`src/epbuf_pkg.sv`:
```
package epbuf_pkg;
    // ****************************************************************
    // Register map
    // ****************************************************************
    localparam logic [7:0] ADDR_DATA_PORT = 8'h20;
    localparam logic [7:0] ADDR_BUF_CTRL = 8'h28;
    localparam logic [7:0] ADDR_INDEX = 8'h2C;
    localparam logic [7:0] ADDR_MAXPKT = 8'h04;
    localparam logic [7:0] ADDR_EPSTAT = 8'h30;
    // ****************************************************************
    // Field positions
    // ****************************************************************
    localparam int IDX_DIR_BIT = 0;
    localparam int IDX_EPNUM_LSB = 1;
    localparam int IDX_SETUP_BIT = 5;
    localparam int CTL_STALL_BIT = 0;
    localparam int CTL_STATUS_BIT = 1;
    localparam int CTL_COMMIT_BIT = 3;
    localparam int CTL_FLUSH_BIT = 4;
    localparam logic [7:0] INDEX_MASK = 8'h3F;
    localparam logic [7:0] CTRL_MASK = 8'h1B;
    localparam logic [7:0] INDEX_RESET = 8'h00;
    localparam logic [7:0] CTRL_RESET = 8'h00;
    localparam logic [7:0] MAXPKT_RESET = 8'h40;
    // ****************************************************************
    // Endpoint kinds
    // ****************************************************************
    typedef enum logic [1:0] {
        EP_CONTROL = 2'h0,
        EP_ISO = 2'h1,
        EP_BULK = 2'h2,
        EP_INT = 2'h3
    } ep_kind_type;
endpackage : epbuf_pkg

```
`src/ep_slot.sv`:
```
`timescale 1ns/100ps
// One buffer of one endpoint: byte count, ready flag and storage
module ep_slot #(
    parameter int DEPTH = 64,
    parameter int CW = 7
) (
    input wire logic clk,
    input wire logic rst_b,
    input wire logic sel,
    input wire logic is_tx,
    input wire logic [CW-1:0] maxpkt,
    input wire logic cpu_wr,
    input wire logic cpu_rd,
    input wire logic [7:0] cpu_wdata,
    input wire logic flush,
    input wire logic commit,
    input wire logic usb_wr,
    input wire logic usb_done,
    input wire logic [7:0] usb_wdata,
    output logic [7:0] rdata,
    output logic [CW-1:0] count_r,
    output logic ready_r
);
    logic [7:0] mem [DEPTH];
    logic [CW-1:0] ptr_r;
    logic [CW-1:0] count_nxt;
    logic do_wr;
    logic do_rd;

    assign do_wr = sel & cpu_wr & is_tx & ~ready_r & (count_r < maxpkt);
    assign do_rd = sel & cpu_rd & ~is_tx & ready_r & (count_r != '0);
    assign rdata = mem[ptr_r[$clog2(DEPTH)-1:0]];
    assign count_nxt = count_r - CW'(1);

    always_ff @(posedge clk) begin
        if (do_wr) begin
            mem[count_r[$clog2(DEPTH)-1:0]] <= cpu_wdata;
        end else if (usb_wr && !is_tx && !ready_r) begin
            mem[count_r[$clog2(DEPTH)-1:0]] <= usb_wdata;
        end
    end

    always_ff @(posedge clk or negedge rst_b) begin
        if (!rst_b) begin
            count_r <= '0;
            ptr_r <= '0;
            ready_r <= 1'b0;
        end else if (sel && flush && !is_tx) begin
            count_r <= '0;
            ptr_r <= '0;
            ready_r <= 1'b0;
        end else if (do_rd) begin
            count_r <= count_nxt;
            ptr_r <= ptr_r + CW'(1);
            ready_r <= (count_nxt != '0);
        end else if (do_wr) begin
            count_r <= count_r + CW'(1);
            ready_r <= ((count_r + CW'(1)) == maxpkt);
        end else if (sel && commit && is_tx) begin
            ready_r <= 1'b1;
        end else if (usb_done) begin
            ready_r <= ~is_tx & (count_r != '0);
            if (is_tx) begin
                count_r <= '0;
            end
            ptr_r <= '0;
        end else if (usb_wr && !is_tx && !ready_r) begin
            count_r <= count_r + CW'(1);
        end
    end
endmodule : ep_slot

```
`src/usb_endpoint_index_buffer_ctrl.sv`:
```
// Implementation choice: the plain strobed port.
`timescale 1ns/100ps
// Behaviour
// - One-byte index steers all indexed registers
// - Index combines endpoint number and direction
// - Four-bit endpoint number field selects endpoint
// - Setup select routes endpoint 0 to SETUP
// - Direction zero RX, one TX
// - Endpoint 0 buffer addressing table
// - Flush bit empties indexed RX only
// - RX empties after full read
// - Commit bit readies short TX packet
// - TX readies at max packet size
// - Status bit picks NAK or ACK/ZLP
// - Status bit clears at end/SETUP
// - Stall bit stalls, ignored for isochronous
// - Data port reaches selected FIFO
module usb_endpoint_index_buffer_ctrl
    import epbuf_pkg::*;
#(
    parameter int NUM_EP = 4,
    parameter int DEPTH = 64,
    parameter int CW = 7
) (
    input wire logic CLK_SYS,
    input wire logic RST_B,
    input wire logic BUS_RESET,
    input wire logic [7:0] ADDR,
    input wire logic [7:0] WDATA,
    input wire logic WR,
    input wire logic RD,
    output logic [7:0] RDATA,
    input wire logic [NUM_EP*2-1:0] EP_TYPE,
    input wire logic SETUP_TOKEN,
    input wire logic STATUS_DONE,
    input wire logic [3:0] USB_EP,
    input wire logic USB_DIR,
    input wire logic USB_SETUP_BUF,
    input wire logic USB_WR,
    input wire logic [7:0] USB_WDATA,
    input wire logic USB_DONE,
    output logic [NUM_EP*2:0] BUF_READY,
    output logic [NUM_EP-1:0] EP_STALL,
    output logic STATUS_ACK
);
    import epbuf_pkg::*;
    localparam int NS = NUM_EP * 2 + 1;

    logic [7:0] index_r;
    logic [7:0] ctrl_r;
    logic [CW-1:0] maxpkt_r;
    logic [7:0] rdata_nxt;
    logic [3:0] ep_num;
    logic dir;
    logic setup_sel;
    logic [NS-1:0] slot_sel;
    logic [NS-1:0] slot_usb;
    logic [7:0] slot_rdata [NS];
    logic [CW-1:0] slot_count [NS];
    logic [NS-1:0] slot_ready;
    logic wr_ctrl;
    logic wr_index;
    logic cmd_flush;
    logic cmd_commit;
    logic sel_iso;
    logic sel_ctl;
    logic slot_rst_b_r;
    logic [$clog2(NUM_EP)-1:0] ep_low;

    // ****************************************************************
    // Index decode
    // ****************************************************************
    // endpoint number field
    assign ep_num = index_r[IDX_EPNUM_LSB +: 4];
    assign dir = index_r[IDX_DIR_BIT];
    assign setup_sel = index_r[IDX_SETUP_BIT];
    assign wr_ctrl = WR && (ADDR == ADDR_BUF_CTRL);
    assign wr_index = WR && (ADDR == ADDR_INDEX);
    assign cmd_flush = wr_ctrl && WDATA[CTL_FLUSH_BIT];
    assign cmd_commit = wr_ctrl && WDATA[CTL_COMMIT_BIT];
    assign sel_iso = (ep_num < 4'(NUM_EP)) &&
        (EP_TYPE[ep_num[$clog2(NUM_EP)-1:0]*2 +: 2] == EP_ISO);
    assign sel_ctl = (ep_num < 4'(NUM_EP)) &&
        (EP_TYPE[ep_num[$clog2(NUM_EP)-1:0]*2 +: 2] == EP_CONTROL);
    assign ep_low = ep_num[$clog2(NUM_EP)-1:0];

    // Slot 0 is the SETUP buffer, then RX/TX pairs per endpoint
    // index steers selection
    always_comb begin
        slot_sel = '0;
        slot_usb = '0;
        if (setup_sel && ep_num == 4'h0 && !dir) begin
            slot_sel[0] = 1'b1;
        end else if (ep_num < 4'(NUM_EP)) begin
            slot_sel[1 + ep_num * 2 + dir] = 1'b1;
        end
        if (USB_SETUP_BUF) begin
            slot_usb[0] = 1'b1;
        end else if (USB_EP < 4'(NUM_EP)) begin
            slot_usb[1 + USB_EP * 2 + USB_DIR] = 1'b1;
        end
    end

    genvar g;
    generate
        for (g = 0; g < NS; g++) begin : g_slot
            ep_slot #(.DEPTH(DEPTH), .CW(CW)) u_slot (
                .clk(CLK_SYS),
                .rst_b(slot_rst_b_r),
                .sel(slot_sel[g]),
                .is_tx(g != 0 && ((g - 1) % 2) == 1),
                .maxpkt(maxpkt_r),
                .cpu_wr(WR && ADDR == ADDR_DATA_PORT),
                .cpu_rd(RD && ADDR == ADDR_DATA_PORT),
                .cpu_wdata(WDATA),
                .flush(cmd_flush),
                .commit(cmd_commit),
                .usb_wr(USB_WR && slot_usb[g]),
                .usb_done(USB_DONE && slot_usb[g]),
                .usb_wdata(USB_WDATA),
                .rdata(slot_rdata[g]),
                .count_r(slot_count[g]),
                .ready_r(slot_ready[g])
            );
        end
    endgenerate

    // ****************************************************************
    // Registers
    // ****************************************************************
    // Bus reset reaches the slots from a flop; a gated reset could glitch
    always_ff @(posedge CLK_SYS or negedge RST_B) begin
        if (!RST_B) begin
            slot_rst_b_r <= 1'b0;
        end else begin
            slot_rst_b_r <= ~BUS_RESET;
        end
    end

    always_ff @(posedge CLK_SYS or negedge RST_B) begin
        if (!RST_B) begin
            index_r <= INDEX_RESET;
        end else if (wr_index) begin
            index_r <= WDATA & INDEX_MASK;
        end
    end

    always_ff @(posedge CLK_SYS or negedge RST_B) begin
        if (!RST_B) begin
            maxpkt_r <= CW'(MAXPKT_RESET);
        end else if (WR && ADDR == ADDR_MAXPKT) begin
            maxpkt_r <= WDATA[CW-1:0];
        end
    end

    // Flush and commit are self-clearing actions; status and stall persist
    // control clears on both resets
    always_ff @(posedge CLK_SYS or negedge RST_B) begin
        if (!RST_B) begin
            ctrl_r <= CTRL_RESET;
        end else if (BUS_RESET) begin
            ctrl_r <= CTRL_RESET;
        end else begin
            if (wr_ctrl && sel_ctl) begin
                ctrl_r[CTL_STATUS_BIT] <= WDATA[CTL_STATUS_BIT];
            end else if (SETUP_TOKEN || STATUS_DONE) begin
                ctrl_r[CTL_STATUS_BIT] <= 1'b0;
            end
            ctrl_r[CTL_FLUSH_BIT] <= 1'b0;
            ctrl_r[CTL_COMMIT_BIT] <= 1'b0;
        end
    end

    always_ff @(posedge CLK_SYS or negedge RST_B) begin
        if (!RST_B) begin
            EP_STALL <= '0;
        end else if (BUS_RESET) begin
            EP_STALL <= '0;
        end else if (wr_ctrl && ep_num < 4'(NUM_EP)) begin
            EP_STALL[ep_num[$clog2(NUM_EP)-1:0]] <= WDATA[CTL_STALL_BIT] & ~sel_iso;
        end
    end

    always_ff @(posedge CLK_SYS or negedge RST_B) begin
        if (!RST_B) begin
            STATUS_ACK <= 1'b0;
        end else begin
            STATUS_ACK <= ctrl_r[CTL_STATUS_BIT];
        end
    end

    always_ff @(posedge CLK_SYS or negedge RST_B) begin
        if (!RST_B) begin
            BUF_READY <= '0;
        end else begin
            BUF_READY <= slot_ready;
        end
    end

    // ****************************************************************
    // Read mux
    // ****************************************************************
    always_comb begin
        rdata_nxt = 8'h00;
        if (ADDR == ADDR_INDEX) begin
            rdata_nxt = index_r;
        end else if (ADDR == ADDR_BUF_CTRL) begin
            rdata_nxt = ctrl_r & CTRL_MASK;
            if (ep_num < 4'(NUM_EP)) begin
                rdata_nxt[CTL_STALL_BIT] = EP_STALL[ep_num[$clog2(NUM_EP)-1:0]];
            end
        end else if (ADDR == ADDR_MAXPKT) begin
            rdata_nxt = 8'(maxpkt_r);
        end else if (ADDR == ADDR_DATA_PORT) begin
            for (int s = 0; s < NS; s++) begin
                if (slot_sel[s]) begin
                    rdata_nxt = slot_rdata[s];
                end
            end
        end else if (ADDR == ADDR_EPSTAT) begin
            for (int s = 0; s < NS; s++) begin
                if (slot_sel[s]) begin
                    rdata_nxt = {slot_ready[s], 7'(slot_count[s])};
                end
            end
        end
    end

    always_ff @(posedge CLK_SYS or negedge RST_B) begin
        if (!RST_B) begin
            RDATA <= 8'h00;
        end else if (RD) begin
            RDATA <= rdata_nxt;
        end else begin
            RDATA <= 8'h00;
        end
    end

    // ****************************************************************
    // Checks
    // ****************************************************************
    property p_index_wr;
        @(posedge CLK_SYS) disable iff (!RST_B)
        wr_index |=> index_r == ($past(WDATA) & INDEX_MASK);
    endproperty
    a_index_wr: assert property (p_index_wr) else $error("index not stored");

    property p_busrst_keeps_index;
        @(posedge CLK_SYS) disable iff (!RST_B)
        (BUS_RESET && !wr_index) |=> $stable(index_r);
    endproperty
    a_busrst_keeps_index: assert property (p_busrst_keeps_index) else $error("index lost");

    property p_status_clear;
        @(posedge CLK_SYS) disable iff (!RST_B)
        ((SETUP_TOKEN || STATUS_DONE) && !wr_ctrl) |=> !ctrl_r[CTL_STATUS_BIT];
    endproperty
    a_status_clear: assert property (p_status_clear) else $error("status not cleared");

    property p_status_out;
        @(posedge CLK_SYS) disable iff (!RST_B)
        ctrl_r[CTL_STATUS_BIT] |=> STATUS_ACK;
    endproperty
    a_status_out: assert property (p_status_out) else $error("status reply wrong");

    property p_iso_nostall;
        @(posedge CLK_SYS) disable iff (!RST_B)
        (wr_ctrl && sel_iso && !BUS_RESET) |=> !EP_STALL[$past(ep_low)];
    endproperty
    a_iso_nostall: assert property (p_iso_nostall) else $error("iso stalled");

    property p_ep0_setup;
        @(posedge CLK_SYS) disable iff (!RST_B)
        (index_r == 8'h20) |-> slot_sel[0];
    endproperty
    a_ep0_setup: assert property (p_ep0_setup) else $error("setup route wrong");

    property p_ep1_rx;
        @(posedge CLK_SYS) disable iff (!RST_B)
        (index_r == 8'h02 && NUM_EP > 1) |-> slot_sel[3];
    endproperty
    a_ep1_rx: assert property (p_ep1_rx) else $error("endpoint 1 rx route wrong");

    property p_flush;
        @(posedge CLK_SYS) disable iff (!RST_B)
        (cmd_flush && !dir && slot_sel != '0) |=> ((slot_ready & $past(slot_sel)) == '0);
    endproperty
    a_flush: assert property (p_flush) else $error("rx not flushed");

    property p_commit;
        @(posedge CLK_SYS) disable iff (!RST_B)
        (cmd_commit && dir && slot_sel != '0 && slot_rst_b_r && !BUS_RESET) |=>
            ((slot_ready & $past(slot_sel)) != '0);
    endproperty
    a_commit: assert property (p_commit) else $error("tx not committed");

    property p_stall_set;
        @(posedge CLK_SYS) disable iff (!RST_B)
        (wr_ctrl && WDATA[CTL_STALL_BIT] && !sel_iso && ep_num < 4'(NUM_EP) && !BUS_RESET) |=>
            EP_STALL[$past(ep_low)];
    endproperty
    a_stall_set: assert property (p_stall_set) else $error("endpoint not stalled");

    property p_rdata_idle;
        @(posedge CLK_SYS) disable iff (!RST_B)
        !RD |=> (RDATA == 8'h00);
    endproperty
    a_rdata_idle: assert property (p_rdata_idle) else $error("read data not idle");
endmodule : usb_endpoint_index_buffer_ctrl

```
`config.mk`:
```
export PLATFORM = sky130hd
export DESIGN_NAME = usb_endpoint_index_buffer_ctrl
export DESIGN_NICKNAME = d
export VERILOG_FILES = /design/src/epbuf_pkg.sv /design/src/ep_slot.sv /design/src/usb_endpoint_index_buffer_ctrl.sv
export SDC_FILE = /design/constraint.sdc
export NUM_CORES = 2
export LEC_CHECK = 0
export CORE_UTILIZATION = 42
export CTS_CLUSTER_SIZE = 40
export DETAILED_ROUTE_END_ITERATION = 10
export DONT_BUFFER_PORTS = 1
export SYNTH_ARGS = -nofsm -noshare
export SYNTH_HDL_FRONTEND = slang
export SYNTH_MEMORY_MAX_BITS = 65536
export SYNTH_SLANG_ARGS = --single-unit
```
`constraint.sdc`:
```
create_clock -name CLK_SYS -period 4.55 [get_ports CLK_SYS]
set_input_delay 0.91 -clock CLK_SYS [delete_from_list [all_inputs] [get_ports CLK_SYS]]
set_output_delay 0.91 -clock CLK_SYS [all_outputs]
set_load 0.1 [all_outputs]
```
==> results.toml <==
[clocking]
cts_resized = 0
ctsHtreeMaxLevel = 5
post-cts-setup-buffers = 0
clockBufferDepth = 4
numCtsBuffers = 303
cts_tree = "done"
clkTransAtPathRegs_ns = 0.06
cts_sinks = 2731
insertion_delay_ns = 0.96
cts.root.buffer_cell = "clkbuf_16"
holdBufCountCts = 3

[route]
routedLengthMet1_mm = 120
drcViolationCount = 0
wl_met2_mm = 136
highest_layer = "met5"
routed-via-count = 58429
firstDrtPassIters = 8
drt_iter0_drc = 6140
final_antenna_net_count = 0
routed-wl-met3_mm = 21.0
wl_per_cell_um = 29.5
routed_wl_mm = 289
vias_per_cell = 5.97

[yosys]
synth_area_leaders = "edfxtp_1, mux4_2, dfrtp_1"
synth_area_per_cell_um2 = 19.0
ys_warn_count = 0
synth_flop_cell = "edfxtp_1"
yosysMostFrequentCell = "edfxtp_1"
synth_fp_nets = 5915
synth_top_area_share_pct = 70.6
netlist_instances = 5811
netlist_area_um2 = 110000
synthArstFlopShare_pct = 5.09
ys_types = 88
synth_edf_count = 2592
ys_ff_latch = 2731
synth_top_cell_by_area = "edfxtp_1"
synth.top_cells.by_count = "edfxtp_1, mux4_2, nor2_1"
seq_area_frac_synth_pct = 73.7

[timing]
finalSetupTns_ns = 0
maxSlewHeadroom_pct = 9.52
finalSetupViolations = 0
tightest_slew_ns = 1.35
hold_ws_ns = 0.0498
rsz0062_at_grt = "false"
slew_viol_final = 0
post-route-period-util_pct = 91.3
finalHoldViolCount = 0
finalCriticalPeriod_ns = 4.16
fin_skew_ns = 0.0914
fmax_ghz = 0.241

[final_layout]
syn2layout_area_growth_pct = 13.3
drive_gt1_share_pct = 22.4
nets = 6182
fillers = 21389

[setup_path]
rr_startpoint = "g_slot[1].u_slot.ptr_r[0]"
crit_required_ns = 5.35
crit_arrival_ns = 4.96
r2r_setup_slack_ns = 0.39
critPathKind = "flop to flop"
start_kind = "flop"
reg2reg_depth = 9
cp-end-kind = "flop"
r2r_end = "RDATA[4]"
path_max_fanout = 24

[floorplan]
die_w_um = 514
pin_count = 69
fp.coreArea_um2 = 260000
die_h_um = 514
die-area_um2 = 265000
num_rows = 187
initial_core_util_pct = 42.3

[grt]
antenna_found_initial = 12
grt_max_degree = 321
grt_pass1_vias = 58490
grt_pass1_wl_mm = 420
grt_overflow = 0
grt_util_all_layers_pct = 21.8

[hold_path]
holdCritStartpoint = "WDATA[2]"
hold_path_end = "g_slot[2].u_slot.mem[0][2]"
hp-class = "primary input to flop"
worstHoldPathCells = 0

[pwr]
peakVddDrop_mv = 0.419
powerDensity_nw_per_um2 = 419
p_leak_nw = 38.6

[outcome]
status = "finished, final reports clean"

[placed_design]
numPortBuffers = 0
detailed_place_hpwl_mm = 176
gp_congestion = 0.926

[job]
drv_cap = 0
==> kinds of logic (layout without fill, tap and decap cells) <==
group | Yosys count | in the layout | share of synthesized area, %
buf+inv | 370 | 852 | 1.51
fa+ha+maj | 57 | 57 | 0.647
flops | 2731 | 2731 | 73.7
simple gates | 1089 | 1089 | 4.68
compound gates | 699 | 699 | 4.41
mux | 800 | 800 | 14.5
xor+xnor | 65 | 65 | 0.516
other cells | 0 | 4 | 0
==> cells in the final DEF, fill, tap and decap left out, types with 45 or more instances in the layout <==
cell	n
a21oi_1	113
a22oi_1	121
buf_4	268
clkbuf_1	53
clkbuf_16	308
clkinv_1	64
clkinv_2	45
dfrtp_1	124
edfxtp_1	2592
ha_1	57
inv_1	45
mux2i_1	129
mux4_2	634
nand2_1	180
nand3_1	120
nor2_1	482
nor2b_1	56
nor3_1	49
o21ai_0	117
==> sequential cells by signal, indices dropped and copies added (netlist names), 6 cells and up <==
signal	flops
g_slot.u_slot.mem	2592
g_slot.u_slot.count_r	63
g_slot.u_slot.ptr_r	30
BUF_READY	9
g_slot.u_slot.ready_r	9
RDATA	8
maxpkt_r	7
index_r	6
==> worst max-delay path, stage by stage, from the launching register on <==
cell      delay [ns]
dfrtp_4         0.78
buf_4           0.51
mux4_2          0.57
nor2_1          0.15
o21ai_0         0.19
o21ai_0         0.15
a32oi_1         0.08
a41oi_1         0.81
a211oi_1        0.31
or3b_1          0.44
==> worst max path at each step <==
| stage | start | end | cells past startpoint |
|---|---|---|---|
| finish | g_slot[1].u_slot.ptr_r[0] | RDATA[4] | 9 |
| global placement | g_slot[1].u_slot.ptr_r[0] | RDATA[4] | 9 |
| floorplan | ADDR[1] | g_slot[2].u_slot.mem[0][0] | 7 |
| detailed placement | g_slot[1].u_slot.ptr_r[0] | RDATA[4] | 9 |
| CTS | g_slot[1].u_slot.ptr_r[0] | RDATA[4] | 9 |
| global route | g_slot[1].u_slot.ptr_r[0] | RDATA[4] | 9 |
==> stage by stage <==
step,instance area (µm²),utilization (%),power (mW),instances,setup WS (ns)
after floorplan,110000,-,29.0,5811,0.701
after global placement,116000,44.4,29.5,9266,0.570
after detailed placement,116000,44.4,29.5,9266,0.496
after CTS,125000,48.0,52.6,9789,0.478
after global routing,125000,48.0,53.6,9790,0.272
final,125000,48.0,52.4,9793,0.395
==> report_power, final <==
part | internal [mW] | switching (mW)
registers | 27.6 | 0.238
clock network | 13.6 | 9.70
logic | 0.410 | 0.797
==> cell type report <==
class	count	area (µm²)	area share, %
sequential	2731	81400	65.1
multi-input combinational	2710	27300	21.9
clock buffer	369	8020	6.42
tap	3496	4370	3.50
timing repair buffer	284	2320	1.86
clock inverter	151	1290	1.03
inverter	48	180	0.144
antenna	4	10.0	0.00802
==> layer usage <==
| layer | up-vias | GRT usage, % |
|---|---|---|
| met1 | 31009 | 30.6 |
| met5 | - | 0 |
| met4 | 6 | 8.29 |
| met3 | 548 | 4.08 |
| li1 | 24419 | - |
| met2 | 2447 | 34.0 |
(Power assumes the default switching activity.)
